`config.mk`:
```
export PLATFORM = sky130hd
export DESIGN_NAME = ssw_decoder
export DESIGN_NICKNAME = d
export VERILOG_FILES = /design/src/ssw_pkg.sv /design/src/ssw_decoder.sv
export VERILOG_INCLUDE_DIRS = /design/src
export SDC_FILE = /design/constraint.sdc
export NUM_CORES = 1
export LEC_CHECK = 0
export BUFFER_PORTS_ARGS = -buffer_cell sky130_fd_sc_hd__buf_2
export CORE_MARGIN = 2
export CORE_UTILIZATION = 54
export DETAILED_ROUTE_END_ITERATION = 8
export PLACE_DENSITY = 0.77
export SYNTH_ARGS = -nofsm -noshare
export SYNTH_HDL_FRONTEND = slang
export SYNTH_SLANG_ARGS = --single-unit
```
`constraint.sdc`:
```
create_clock -name ref_clk -period 2.5 [get_ports ref_clk]
set_input_delay 0.25 -clock ref_clk [delete_from_list [all_inputs] [get_ports ref_clk]]
set_output_delay 0.25 -clock ref_clk [all_outputs]
set_load 0.01 [all_outputs]
```
`src/ssw_consts.svh`:
```
// Constants of the satellite switch bus command decoder
`ifndef SSW_CONSTS_SVH
`define SSW_CONSTS_SVH
`define SSW_CHANNELS 4
`define SSW_FRAME_MIN 8'hE0
`define SSW_FRAME_MAX 8'hE7
`define SSW_FRAME_ASK_A 8'hE2
`define SSW_FRAME_ASK_B 8'hE3
`define SSW_REPLY_FRAME 8'hE4
`define SSW_ADDR_ANY 8'h00
`define SSW_ADDR_GROUP 8'h10
`define SSW_ADDR_LNB 8'h11
`define SSW_ADDR_SWITCH 8'h14
`define SSW_CMD_RESET 8'h00
`define SSW_CMD_CLR_RESET 8'h01
`define SSW_CMD_SET_CONTEND 8'h04
`define SSW_CMD_CONTEND 8'h05
`define SSW_CMD_CLR_CONTEND 8'h06
`define SSW_CMD_ADDRESS 8'h07
`define SSW_CMD_MOVE_C 8'h08
`define SSW_CMD_MOVE 8'h09
`define SSW_CMD_STATUS 8'h10
`define SSW_CMD_CONFIG 8'h11
`define SSW_CMD_SWITCH 8'h14
`define SSW_CMD_PICK_LOW_BAND 8'h20
`define SSW_CMD_PICK_VERTICAL 8'h21
`define SSW_CMD_PICK_POS_A 8'h22
`define SSW_CMD_PICK_FIRST_OPTION 8'h23
`define SSW_CMD_PICK_HIGH_BAND 8'h24
`define SSW_CMD_PICK_HORIZONTAL 8'h25
`define SSW_CMD_PICK_POS_B 8'h26
`define SSW_CMD_PICK_SECOND_OPTION 8'h27
`define SSW_CMD_SLEEP 8'h30
`define SSW_CMD_AWAKE 8'h31
`define SSW_SEL_RESET 4'h0
`define SSW_CONFIG_VALUE 8'h03
`define SSW_SWITCH_FIXED 3'h7
`endif

```
`src/ssw_pkg.sv`:
```
// Types shared by the satellite switch bus command decoder
package ssw_pkg;
  // One received byte strobe, or the end-of-frame marker
  typedef struct packed {
    logic valid;
    logic done;
    logic [7:0] data;
  } ssw_rx_type;

  // One reply byte offered to the line driver
  typedef struct packed {
    logic valid;
    logic last;
    logic [7:0] data;
  } ssw_tx_type;

  // Routed input: secondary device flag and input number 1..8
  typedef struct packed {
    logic secondary;
    logic [3:0] index;
  } ssw_route_type;

  // Position within a master frame
  typedef enum logic [2:0] {
    RX_FRAMING,
    RX_ADDR,
    RX_CMD,
    RX_DATA,
    RX_EXTRA,
    RX_DROP
  } ssw_rx_state_type;
endpackage : ssw_pkg

```
`src/ssw_decoder.sv`:
```
// Four-channel slave command decoder for the satellite switch control bus
`timescale 1ns/1ns
`include "ssw_consts.svh"

module ssw_decoder
  import ssw_pkg::*;
(
  input wire logic ref_clk, // 125 MHz clock
  input wire logic rst, // Synchronous reset, active high
  input wire logic lnb_mode, // 1: LNB mode, 0: single mode
  input wire logic cascade_en, // Cascade inputs available
  input wire logic [`SSW_CHANNELS-1:0] volt_high, // Supply voltage high, per receiver
  input wire logic [`SSW_CHANNELS-1:0] reconnect, // Receiver reconnect pulse
  input wire ssw_rx_type [`SSW_CHANNELS-1:0] rx_in, // Received bytes and frame end
  input wire logic [`SSW_CHANNELS-1:0] tx_ready, // Line driver takes reply byte
  output ssw_tx_type [`SSW_CHANNELS-1:0] tx_out, // Reply bytes
  output ssw_route_type [`SSW_CHANNELS-1:0] route_out, // Routed RF input
  output logic [`SSW_CHANNELS-1:0] bus_ctrl // Channel under bus control
);

  // ************************************************************
  // Helpers
  // ************************************************************

  // Fixed address that the current mode answers to
  function automatic logic [7:0] ssw_home_addr(input logic lnb);
    ssw_home_addr = lnb ? `SSW_ADDR_LNB : `SSW_ADDR_SWITCH;
  endfunction : ssw_home_addr

  // Own address and mode address are both taken, so a moved unit still answers home
  // Address filter for one frame
  function automatic logic ssw_addr_ok(input logic [7:0] adr, input logic [7:0] own,
                                       input logic lnb);
    ssw_addr_ok = (adr == `SSW_ADDR_ANY) || (adr == `SSW_ADDR_GROUP)
                  || (adr == own) || (adr == ssw_home_addr(lnb));
  endfunction : ssw_addr_ok

  // Framing byte inside the accepted range
  function automatic logic ssw_frame_ok(input logic [7:0] frm);
    ssw_frame_ok = (frm >= `SSW_FRAME_MIN) && (frm <= `SSW_FRAME_MAX);
  endfunction : ssw_frame_ok

  // ************************************************************
  // Per-channel state
  // ************************************************************

  ssw_rx_state_type rx_state_q [`SSW_CHANNELS];
  logic [7:0] frm_q [`SSW_CHANNELS];
  logic [7:0] adr_q [`SSW_CHANNELS];
  logic [7:0] cmd_q [`SSW_CHANNELS];
  logic [7:0] dat_q [`SSW_CHANNELS];
  logic [7:0] addr_q [`SSW_CHANNELS];
  logic [`SSW_CHANNELS-1:0] init_q;
  logic [`SSW_CHANNELS-1:0] rst_flag_q;
  logic [`SSW_CHANNELS-1:0] contend_q;
  logic [`SSW_CHANNELS-1:0] sleep_q;
  logic [3:0] sel_q [`SSW_CHANNELS];
  logic [`SSW_CHANNELS-1:0] bus_q;
  logic [7:0] rep_q [`SSW_CHANNELS][2];
  logic [1:0] rep_cnt_q [`SSW_CHANNELS];
  logic [`SSW_CHANNELS-1:0] go_c;
  logic [`SSW_CHANNELS-1:0] ok_c;
  logic [`SSW_CHANNELS-1:0] two_c;
  logic [7:0] rdat_c [`SSW_CHANNELS];

  // ************************************************************
  // Frame capture
  // ************************************************************

  // Bytes are placed by position; a bad framing byte drops the rest of the frame
  always_ff @(posedge ref_clk)
  begin
    for (int i = 0; i < `SSW_CHANNELS; i++)
    begin
      if (rst)
      begin
        rx_state_q[i] <= RX_FRAMING;
        frm_q[i] <= 8'h00;
        adr_q[i] <= 8'h00;
        cmd_q[i] <= 8'h00;
        dat_q[i] <= 8'h00;
      end
      else if (rx_in[i].done)
      begin
        rx_state_q[i] <= RX_FRAMING; // Frame end wins over a byte in the same cycle
      end
      else if (rx_in[i].valid)
      begin
        unique case (rx_state_q[i])
          RX_FRAMING:
          begin
            frm_q[i] <= rx_in[i].data;
            rx_state_q[i] <= ssw_frame_ok(rx_in[i].data) ? RX_ADDR : RX_DROP;
          end
          RX_ADDR:
          begin
            adr_q[i] <= rx_in[i].data;
            rx_state_q[i] <= RX_CMD;
          end
          RX_CMD:
          begin
            cmd_q[i] <= rx_in[i].data;
            rx_state_q[i] <= RX_DATA;
          end
          RX_DATA:
          begin
            dat_q[i] <= rx_in[i].data;
            rx_state_q[i] <= RX_EXTRA;
          end
          // A fifth byte or more cannot disturb the latched command or data
          RX_EXTRA, RX_DROP:
          begin
            rx_state_q[i] <= rx_state_q[i]; // Surplus bytes are ignored
          end
        endcase
      end
    end
  end

  // ************************************************************
  // Command decode
  // ************************************************************

  // A frame executes at its end if it held a command, passed the address filter, and the unit is awake or the command is the awake command
  always_comb
  begin
    for (int i = 0; i < `SSW_CHANNELS; i++)
    begin
      go_c[i] = rx_in[i].done
                && ((rx_state_q[i] == RX_DATA) || (rx_state_q[i] == RX_EXTRA))
                && ssw_addr_ok(adr_q[i], addr_q[i], lnb_mode)
                && (!sleep_q[i] || (cmd_q[i] == `SSW_CMD_AWAKE));
      // Conditional commands whose test fails fall silent, like an unknown one
      ok_c[i] = 1'b0;
      two_c[i] = 1'b0;
      rdat_c[i] = 8'h00;
      unique case (cmd_q[i])
        `SSW_CMD_RESET, `SSW_CMD_CLR_RESET, `SSW_CMD_SET_CONTEND, `SSW_CMD_CLR_CONTEND,
        `SSW_CMD_SLEEP, `SSW_CMD_AWAKE:
          ok_c[i] = 1'b1;
        `SSW_CMD_CONTEND:
        begin
          ok_c[i] = contend_q[i];
          two_c[i] = 1'b1;
          rdat_c[i] = addr_q[i];
        end
        `SSW_CMD_ADDRESS:
        begin
          ok_c[i] = !contend_q[i];
          two_c[i] = 1'b1;
          rdat_c[i] = addr_q[i];
        end
        `SSW_CMD_MOVE_C:
          ok_c[i] = contend_q[i] && (rx_state_q[i] == RX_EXTRA);
        `SSW_CMD_MOVE:
          ok_c[i] = !contend_q[i] && (rx_state_q[i] == RX_EXTRA);
        `SSW_CMD_STATUS:
        begin
          ok_c[i] = 1'b1;
          two_c[i] = 1'b1;
          rdat_c[i] = {contend_q[i], 4'h0, volt_high[i], sleep_q[i], rst_flag_q[i]};
        end
        `SSW_CMD_CONFIG:
        begin
          ok_c[i] = 1'b1;
          two_c[i] = 1'b1;
          rdat_c[i] = `SSW_CONFIG_VALUE;
        end
        `SSW_CMD_SWITCH:
        begin
          ok_c[i] = 1'b1;
          two_c[i] = 1'b1;
          rdat_c[i] = {sel_q[i], cascade_en, `SSW_SWITCH_FIXED};
        end
        `SSW_CMD_PICK_LOW_BAND, `SSW_CMD_PICK_VERTICAL, `SSW_CMD_PICK_POS_A,
        `SSW_CMD_PICK_FIRST_OPTION, `SSW_CMD_PICK_HIGH_BAND, `SSW_CMD_PICK_HORIZONTAL,
        `SSW_CMD_PICK_POS_B, `SSW_CMD_PICK_SECOND_OPTION:
          ok_c[i] = 1'b1;
        default:
          ok_c[i] = 1'b0; // Unknown command is dropped
      endcase
    end
  end

  // ************************************************************
  // Decoder registers
  // ************************************************************

  // Status, address and selection; the home address is caught one cycle after reset
  // since the mode strap may not be settled while reset is held
  always_ff @(posedge ref_clk)
  begin
    for (int i = 0; i < `SSW_CHANNELS; i++)
    begin
      if (rst)
      begin
        init_q[i] <= 1'b0;
        addr_q[i] <= `SSW_ADDR_SWITCH;
        rst_flag_q[i] <= 1'b1;
        contend_q[i] <= 1'b0;
        sleep_q[i] <= 1'b0;
        sel_q[i] <= `SSW_SEL_RESET;
      end
      else if (!init_q[i])
      begin
        init_q[i] <= 1'b1;
        addr_q[i] <= ssw_home_addr(lnb_mode);
      end
      // A frame ending in the settle cycle after reset is lost, so masters must wait
      else if (go_c[i] && ok_c[i])
      begin
        unique case (cmd_q[i])
          `SSW_CMD_RESET:
          begin
            addr_q[i] <= ssw_home_addr(lnb_mode);
            rst_flag_q[i] <= 1'b1;
            contend_q[i] <= 1'b0;
            sleep_q[i] <= 1'b0;
            sel_q[i] <= `SSW_SEL_RESET;
          end
          `SSW_CMD_CLR_RESET: rst_flag_q[i] <= 1'b0;
          `SSW_CMD_SET_CONTEND: contend_q[i] <= 1'b1;
          `SSW_CMD_CLR_CONTEND: contend_q[i] <= 1'b0;
          `SSW_CMD_MOVE_C, `SSW_CMD_MOVE: addr_q[i] <= dat_q[i];
          `SSW_CMD_SLEEP: sleep_q[i] <= 1'b1;
          `SSW_CMD_AWAKE: sleep_q[i] <= 1'b0;
          `SSW_CMD_PICK_LOW_BAND, `SSW_CMD_PICK_VERTICAL, `SSW_CMD_PICK_POS_A,
          `SSW_CMD_PICK_FIRST_OPTION, `SSW_CMD_PICK_HIGH_BAND, `SSW_CMD_PICK_HORIZONTAL,
          `SSW_CMD_PICK_POS_B, `SSW_CMD_PICK_SECOND_OPTION:
            sel_q[i][cmd_q[i][1:0]] <= cmd_q[i][2];
          default: sel_q[i] <= sel_q[i];
        endcase
      end
    end
  end

  // ************************************************************
  // Control source
  // ************************************************************

  // The decoder reset command leaves this flag alone; only a reconnect or rst hands control back
  // A valid framing byte hands the channel to the bus; a frame in the reconnect cycle wins
  always_ff @(posedge ref_clk)
  begin
    for (int i = 0; i < `SSW_CHANNELS; i++)
    begin
      if (rst)
      begin
        bus_q[i] <= 1'b0;
      end
      else if (rx_in[i].valid && !rx_in[i].done && (rx_state_q[i] == RX_FRAMING)
               && ssw_frame_ok(rx_in[i].data))
      begin
        bus_q[i] <= 1'b1;
      end
      else if (reconnect[i])
      begin
        bus_q[i] <= 1'b0;
      end
    end
  end

  // ************************************************************
  // Reply path
  // ************************************************************

  // Reply is loaded only for a reply-requesting framing byte; a new reply replaces an old one
  // The line driver may stall any byte; the head byte simply stands until taken
  always_ff @(posedge ref_clk)
  begin
    for (int i = 0; i < `SSW_CHANNELS; i++)
    begin
      if (rst)
      begin
        rep_cnt_q[i] <= 2'h0;
        rep_q[i][0] <= 8'h00;
        rep_q[i][1] <= 8'h00;
      end
      else if (go_c[i] && ok_c[i]
               && ((frm_q[i] == `SSW_FRAME_ASK_A) || (frm_q[i] == `SSW_FRAME_ASK_B)))
      begin
        rep_q[i][0] <= `SSW_REPLY_FRAME;
        rep_q[i][1] <= rdat_c[i];
        rep_cnt_q[i] <= two_c[i] ? 2'h2 : 2'h1;
      end
      else if ((rep_cnt_q[i] != 2'h0) && tx_ready[i])
      begin
        // Shift the data byte forward; the stale copy left behind is never shown
        rep_q[i][0] <= rep_q[i][1];
        rep_cnt_q[i] <= rep_cnt_q[i] - 2'h1;
      end
    end
  end

  // ************************************************************
  // Outputs
  // ************************************************************

  // Route index from the selection flops: option picks the device, the rest the input
  always_comb
  begin
    for (int i = 0; i < `SSW_CHANNELS; i++)
    begin
      route_out[i].secondary = sel_q[i][3];
      // Satellite, band and polarization packed in weight order so one add gives 1..8
      route_out[i].index = {1'b0, sel_q[i][2], sel_q[i][0], sel_q[i][1]} + 4'h1;
      // Valid and last follow the count, so both drop with the final take
      tx_out[i].valid = (rep_cnt_q[i] != 2'h0);
      tx_out[i].last = (rep_cnt_q[i] == 2'h1);
      tx_out[i].data = rep_q[i][0];
    end
  end

  assign bus_ctrl = bus_q;

endmodule : ssw_decoder

```
After elaboration in Yosys (flattened, before gate mapping). Memories as Yosys holds them, arrays and structs flattened. Index checks and enable logic that the tools add are counted.

$add $sub $neg: 8. $mul: 0. Div/mod/pow operators: 0. Magnitude comparators: 16. Equality and inequality tests: 124. Shifts and indexed selects: 0. Mux-type cells: 392. Bitwise gates (word level): 108. Reduce and logical (&&, ||, !) cells: 168.

Operators with widths (number): == test 8 x 6 -> 1 bit, second input constant (40); 2-to-1 mux 8 bit (40); 2-to-1 mux 1 bit (279); == test 8 x 3 -> 1 bit, second input constant (16); == test 8 x 5 -> 1 bit, second input constant (16); one-hot mux 8 bit (4 select lines) (4); OR 1 bit (108); 2-to-1 mux 3 bit (29); OR reduction 17 bit (4); == test 8 x 4 -> 1 bit, second input constant (8); == test 8 bit (8); == test 8 bit, second input constant (8); zero test 8 bit (8); OR reduction 16 bit (4); logical AND 1 bit (52); nonzero test 2 bit (20); OR reduction 2 bit (20); AND reduction 3 bit (12); == test 8 x 1 -> 1 bit, second input constant (4); greater-or-equal comparator 8 bit, second input constant (4); <= comparator 8 bit, second input constant (4); 2-to-1 mux 4 bit (8); OR reduction 8 bit (4); == test 3 x 2 -> 1 bit, second input constant (8); other kinds (15) (108).

Flip-flop bits (word level): 17. Bits in latches: 0. Bits in writable memories: 260. Bits in read-only memories: 0. Output and inout bits: 64. Word-level logic and storage cells: 842. Memories: 9.

Memories: rep_q (depth 4, bits a word 16, rd ports 4, clocked after memory_dff 0, write ports 4, line ssw_decoder.sv:59) `` logic [7:0] rep_q [`SSW_CHANNELS][2]; ``; addr_q (depth 4, bits a word 8, rd ports 4, clocked after memory_dff 0, write ports 4, line ssw_decoder.sv:52) `` logic [7:0] addr_q [`SSW_CHANNELS]; ``; adr_q (depth 4, bits a word 8, rd ports 4, clocked after memory_dff 0, write ports 4, line ssw_decoder.sv:49) `` logic [7:0] adr_q [`SSW_CHANNELS]; ``; cmd_q (depth 4, bits a word 8, rd ports 4, clocked after memory_dff 0, write ports 4, line ssw_decoder.sv:50) `` logic [7:0] cmd_q [`SSW_CHANNELS]; ``; dat_q (depth 4, bits a word 8, rd ports 4, clocked after memory_dff 0, write ports 4, line ssw_decoder.sv:51) `` logic [7:0] dat_q [`SSW_CHANNELS]; ``; frm_q (depth 4, bits a word 8, rd ports 4, clocked after memory_dff 0, write ports 4, line ssw_decoder.sv:48) `` logic [7:0] frm_q [`SSW_CHANNELS]; ``; 3 more memories.

Logic depth before layout (Yosys ltp). Gate-level depths: netlist (run 1). An unclocked memory read counts as a cell.

Depth in word-level cells: 15. Mapped depth: 10.

Worst setup path before layout (run 1). Ideal clock, no wire load.

Kind: reg2reg. Start: memory cmd_q[0][5]. End: memory addr_q[0][0] (enable). Setup time: 387 ps. Data arrival time: 2334 ps. Data required time: 2113 ps. Slack: -221 ps. Cell stages (with the launch flop): 6. Clock period less this slack: 2721 ps. Cells stage by stage: edfxtp_1 or4_1 clkbuf_1 o211ai_1 nand2_1 o31ai_1.

RTL lines (line): start: declaration (ssw_decoder.sv:50); end: declaration (ssw_decoder.sv:52).

==> results.md, run 1 <==
* Via count at 10,390
* Top post-synthesis cells by count: 256 x edfxtp_1, 116 x and2_1, 95 x nand2_1, 82 x nor2_1
* Most frequent CP cell: buf_4
* GR Util All Layers at a little under a quarter
* Site Rows at between 50 and 60
* Critical path required time at 2860 ps
* Minimum clock period at roughly 2500 ps
* TritonCTS clock tree: built
* Avg WL per Cell at 18.11 microns
* Sw Ratio at 23.26%
* Pins Over Slew Limit at 0
* RSZ-0062 raised after global routing: yes
* Max Clk Rate at 0.3988 GHz
* Largest family of logic cells by synthesized area: simple AND/OR/NAND/NOR gates
* Failing checks: negative setup slack
* Startpoint types: flip-flop
* Mapped cell area at around 14,000 sq um
* Vias in the first global route at 9,898
* Clock latency on the worst-skew pair at 550 ps
* DRC violations left at 0
* Syn nets at 1,315
* Worst setup margin at -7.314 ps
* Net Switching at 2.498 mW
* Setup TNS at -24.82 ps
* Setup Skew at 9.586 ps
* Worst hold path class: primary input to flip-flop
* Largest net degree at the start of global routing at 30
* Critical path cell sequence: or4b_1 -> or2_1 -> a21oi_2 -> a21boi_4 -> buf_4 -> nand2_2 -> buf_4 -> nor4_1
* Core area at 25,250 sq um
* Combinational share of power at 8.8%
* PD cells at between 600 and 700 nW/um^2
* XOR/XNOR Fraction of Synth Area at 2.888%
* Status: finished, violations left
* Hold slack at 26.64 ps
* Slowest stage cell, crit path: or4b_1
* GP Congestion at 0.8889
* Leakage power at 6.606 nW
* Share of cells above drive strength 1 at 24.43%
* Die area at 27,140 sq um
* Root Buffer: clkbuf_16
* Internal power at roughly 8.2 mW
* Peak VDD IR at ~0.53 mV
* Yosys cell types at 89
* Sequential Power Share at 49.9%
* ANT cells at 0
* ANT nets after route at 0
* Kind of end point of the critical path: flip-flop
* Top cells by area, synth: edfxtp_1 55%, and2_1 5.2%, nand2_1 2.6%, dfxtp_1 2.4%, nor2_1 2.2%
* Setup violators final at 9
* # port buffers at approximately 120
* Top-area cell type share of the netlist area at 55.10%
* Synth Area in Adders at under 10%
* Critical Path Max Stage Delay at 530 ps
* Initial Util at 55.25%
* First-pass GRT wire length at 50,210 microns
* Nets at 1,504
* Mux cell area share after synthesis at 0.2959%
* Layout Utilization at 66.02%
* Largest area contributor in the netlist: edfxtp_1
* Complex-gate fraction of the synthesized area at under 10%
* Seq/Total Area, Yosys at 57.54%
* Tightest Pin Transition at 841.2 ps
* Avg Cell Area, Syn at between 10 and 15 sq um
* Vias per inst at between 5 and 6
* Kind of critical path: flip-flop to flip-flop
* Maxcap violations at 0
* Warnings, synthesis at 0
* Clock buffer depth at 3
* Clk slew on worst S/H paths at 60 ps
* HPWL Detailed at ~23,000 microns
* CTS sink count at 273
* Remaining Overflow, GRT at 0
* Clock Power Share at 41.3%
* Slew headroom at 43.49%
* Hold Violations, Final at 0
* Detailed Routing Iterations Pass 1 at 5
* Number of synthesized flops with an enable pin at 256
* Final WL at 32,360 microns
* 1st-iter DRT viols at 930
* Fillers at approximately 1,900
* P&R area growth vs syn at 19.51%
* Die Width at 164.7 microns
* Io pins at 120
* Antenna violations before repair at 0
* Flops & latches, synth at 273
* Arrival time at the worst endpoint at around 2900 ps
* Dominant synthesized flop cell: edfxtp_1
* Crit Path Max Fanout at 4
* Die height at 164.7 microns
* Post-synthesis async set-or-reset flop share at 0%
* Num CTS Buffers at 30
* H-tree depth at 1
* Tcrit/Tclk final at 100.3%
* Cells after synthesis at 1,247
* Post-Synth Simple-Gate Area at 23.45%
* Top-count cell post-synth: edfxtp_1
==> layout by cell type (no fill, tap or decap), types with 12 or more instances in the layout <==
cell,count
edfxtp_1,256
buf_2,120
and2_1,116
buf_4,113
nand2_1,91
nor2_1,81
inv_1,53
nor3_1,52
and3_1,45
a21oi_1,39
xor2_1,35
clkbuf_16,31
nor4_1,25
o21ai_0,24
a22oi_1,21
nand3_1,20
nand2b_1,19
dfxtp_1,17
nand4_1,15
ha_1,12
==> final cells by class <==
cell class | instances | area, sq um | share of cell area (%)
Clock buffer | 31 | 775.7 | 4.653
Sequential cell | 273 | 8028 | 48.15
Multi-Input combinational cell | 834 | 5461 | 32.76
Clock inverter | 22 | 219.0 | 1.313
Tap cell | 330 | 412.9 | 2.476
Timing Repair Buffer | 243 | 1574 | 9.440
Inverter | 54 | 202.7 | 1.216
==> cells by family (layout without fill, tap and decap cells) <==
logic type               Yosys count  after routing
XOR/XNOR                          46             46
adder cells (fa/ha/maj)           12             12
multiplexers                       4              4
AO/OA/AOI/OAI                    194            194
AND/OR/NAND/NOR                  576            578
buffers and inverters            142            350
flip-flops                       273            273
==> final timing paths <==
kind / startpoint / end / slack [ps] / cells after the start
worst max-delay path: cmd_q[1][3] / sel_q[1][1] / -7 / 8
worst min-delay path: rx_in[0] / dat_q[0][0] / 30 / 2
worst max register to register: cmd_q[1][3] / sel_q[1][1] / -7 / 8
worst min register to register: rst_flag_q[1] / rst_flag_q[1] / 470 / 2
==> worst max-delay path, delay by kind of cell, from the launching register on <==
family	cells	cell delay [ps]
DFF	1	420
AOI/OAI and AO/OA	2	440
and+or+nand+nor	4	1150
buffers and inverters	2	300
==> through the flow <==
stage                     instances  cell area (sq um)  setup slack, ps  power (mW)
after floorplan                1247              14020           -115.7       5.975
final                          1787              16670           -7.314       10.74
after CTS                      1773              16430           -9.434       10.76
after global placement         1713              15330            48.12       6.315
after global routing           1787              16670           -64.22       11.08
after detailed placement       1713              15330           -42.76       6.353
==> power groups by stage <==
stage	Clock, mW	Combinational, mW	Sequential, mW
6_report	4.44	0.940	5.36
5_1_grt	4.67	1.03	5.38
4_1_cts	4.49	0.914	5.36
3_5_place_dp	0	0.898	5.45
3_3_place_gp	0	0.870	5.44
2_1_floorplan	0	0.579	5.40
==> flip-flops by register name (all words and copies together) (netlist names) <==
name / flops
rx_state_q: 12
adr_q: 32
contend_q: 4
bus_ctrl: 4
addr_q: 32
dat_q: 32
rep_q: 64
rep_cnt_q: 8
sleep_q: 4
rst_flag_q: 4
cmd_q: 32
frm_q: 28
init_q: 1
sel_q: 16
==> layer usage <==
layer  GRT usage [%]  vias to the layer above  wire, microns
met5               0                        -              0
met3           2.536                       76           2082
met4           7.866                        0           1124
met2           41.75                      419          16000
met1           30.35                     4912          13160
li1                -                     4982              -
==> timing repair <==
action / in CTS / in global routing
hold buffers: 4 / 0
resized for setup: 8 / 25
cloned: 1 / 2
endpoints found under the setup margin: 57 / 137
pin swaps: 1 / 11
buffers inserted: 2 / 12
endpoints found under the hold margin: 5 / 0
No activity file was read; power rests on OpenSTA's default activity.
==> run 2: changes to the inputs <==
CELL_PAD_IN_SITES_DETAIL_PLACEMENT = 0   (was not set)
CELL_PAD_IN_SITES_GLOBAL_PLACEMENT = 1   (was not set)
CORE_UTILIZATION = 44   (was 54)
PLACE_DENSITY = 0.78   (was 0.77)
==> run 2 against run 1 <==
Net effect:
- the flow still finishes with violations (negative setup slack)
- sequential share of layout area fell by 0.30 points
- core utilization fell by 13 points
- flip-flop and latch count is the same
- sequential power is essentially flat
- non-clock buffer count increased by 3
- power shrank 2.2%
- cell count increased by 4.1%
- global-route usage down 4.3 points
- hold slack barely moved
- critical path type unchanged
- largest power group unchanged
- highest routed layer is now met5
==> results.md, run 2 (synthesized netlist as in run 1, its figures left out) <==
* Status: finished, violations left
* Failing checks: negative setup slack
* Io pins at 120
* Clock Power Share at 40.1%
* Net Switching at approximately 2.4 mW
* Avg WL per Cell at 17.64 microns
* CTS sink count at between 200 and 300
* Sw Ratio at about a quarter
* Detailed Routing Iterations Pass 1 at 5
* TritonCTS clock tree: built
* Via count at 10,090
* ANT cells at 0
* First-pass GRT wire length at ~51,000 microns
* Crit path launch: cmd_q[1][3]
* Num CTS Buffers at 29
* Placed cells at 1,790
* Kind of critical path: flip-flop to flip-flop
* Overall Power at 10.51 mW
* Vias in the first global route at 9,599
* Vias per inst at 5.421
* Antenna violations before repair at 1
* Internal power at 8.061 mW
* Hold Violations, Final at 0
* P&R area growth vs syn at 20.26%
* Max reg flops at 64
* Site Rows at 65
* FF-to-FF Start: cmd_q[1][3]
* DRC violations left at 0
* Sequential Power Share at 50.9%
* Hold slack at 26.35 ps
* Tightest Pin Transition at 1228 ps
* ANT nets after route at 0
* Die area at 33,150 sq um
* Max Clk Rate at 0.3984 GHz
* Largest net degree at the start of global routing at 51
* GR Util All Layers at 19.28%
* Die height at 182.1 microns
* Setup Skew at around 11 ps
* Slew headroom at 17.49%
* Root Buffer: clkbuf_16
* Initial Util at approximately 44%
* Clock latency on the worst-skew pair at between 500 and 600 ps
* Remaining Overflow, GRT at 0
* Final WL at 32,830 microns
* Die Width at roughly 180 microns
* Reg with most FFs: rep_q
* Commonest cells after routing, fill and taps aside: 256 x edfxtp_1, 120 x buf_2, 116 x and2_1
* Combinational share of power at 9.0%
* Worst setup margin at -10.24 ps
* Crit Path Max Fanout at 6
* 1st-iter DRT viols at ~550
* Fin cells at roughly 1,900
* Peak VDD IR at between 0.5 and 0.6 mV
* Maxcap violations at 0
* Kind of end point of the critical path: flip-flop
* RSZ-0062 raised after global routing: yes
* Share of cells above drive strength 1 at 24.47%
* Minimum clock period at 2510 ps
* Commonest non-fill, non-tap cell in the layout: edfxtp_1
* Tcrit/Tclk final at 100.4%
* Fillers at 2,833
* Dpl ws at -24.07 ps
* H-tree depth at 1
* # port buffers at 119
* Setup violators final at 13
* HP Start: reconnect[3]
* Clock buffer depth at 3
* Pins Over Slew Limit at 0
* GP Congestion at 0.8791
* Arrival time at the worst endpoint at 2780 ps
* PD cells at 626.2 nW/um^2
* Worst hold path class: primary input to flip-flop
* Core area at 31,390 sq um
* HPWL Detailed at around 24,000 microns
* Startpoint types: flip-flop
* Clk slew on worst S/H paths at about 60 ps
* Critical path required time at roughly 2800 ps
* Nets at 1,505
* Leakage power at 6.588 nW
==> run 2: cell types whose count changed in the layout (fill, tap and decap cells not counted), sizes merged <==
| cell | previous run | this run |
|---|---|---|
| clkbuf | 31 | 40 |
| buf | 239 | 244 |
| clkinv | 15 | 11 |
| bufinv | 4 | 2 |
| dlygate4sd3 | 4 | 2 |
| inv | 54 | 52 |
| clkinvlp | 3 | 2 |
| nand2 | 97 | 96 |
==> run 2: power by group through the flow <==
stage	logic [mW]	registers, mW	clock network [mW]
after global placement	0.893	5.44	0
after detailed placement	0.906	5.45	0
after floorplan	0.579	5.40	0
after CTS	0.916	5.35	4.32
final	0.942	5.35	4.21
after global routing	1.03	5.37	4.49
==> run 2: cell type report <==
type | count | area, sq um | area share (%)
sequential | 273 | 8028 | 47.84
multi-input combinational | 833 | 5505 | 32.81
timing repair buffer | 246 | 1612 | 9.605
clock buffer | 40 | 817.0 | 4.870
tap | 402 | 503.0 | 2.998
inverter | 54 | 202.7 | 1.208
clock inverter | 13 | 111.4 | 0.6637
==> run 2: path summary, 6_finish.rpt <==
check                           slack [ps]               to  depth (start not counted)
worst min-delay path                    30      bus_ctrl[3]                          4
worst max-delay path                   -10  rep_cnt_q[1][1]                          8
worst min register to register         470      bus_ctrl[2]                          1
worst max register to register         -10  rep_cnt_q[1][1]                          8
==> run 2: worst max-delay path, stage by stage, from the launching register on <==
cell and delay (ps):
edfxtp_1 400, or4b_4 550, or2_4 280, a21oi_2 160, a21boi_4 300, buf_6 170
and3_4 200, buf_6 120, mux2i_1 70
==> run 2: what timing repair did <==
| item | CTS | global route |
|---|---|---|
| setup endpoints to repair | 22 | 94 |
| hold buffers | 2 | 0 |
| pin swaps | 1 | 17 |
| gates cloned | 0 | 2 |
| hold endpoints to repair | 2 | 0 |
| resized for setup | 5 | 36 |
| buffers inserted | 1 | 13 |
==> run 2: metal layers <==
metal | global-route usage, % | share of wire (%)
met2 | 33.62 | 49
met3 | 2.435 | 4.7
met4 | 5.323 | 2.5
met1 | 25.46 | 43
met5 | 0 | 0.058
==> run 2: stage by stage <==
step,instance area [sq um],utilization [%],TNS (ps)
finish,16780,53.45,-46.30
global placement,15480,49.32,0
global route,16780,53.45,-1616
CTS,16470,52.46,-75.38
detailed placement,15480,49.32,-45.16
floorplan,14020,-,-1748
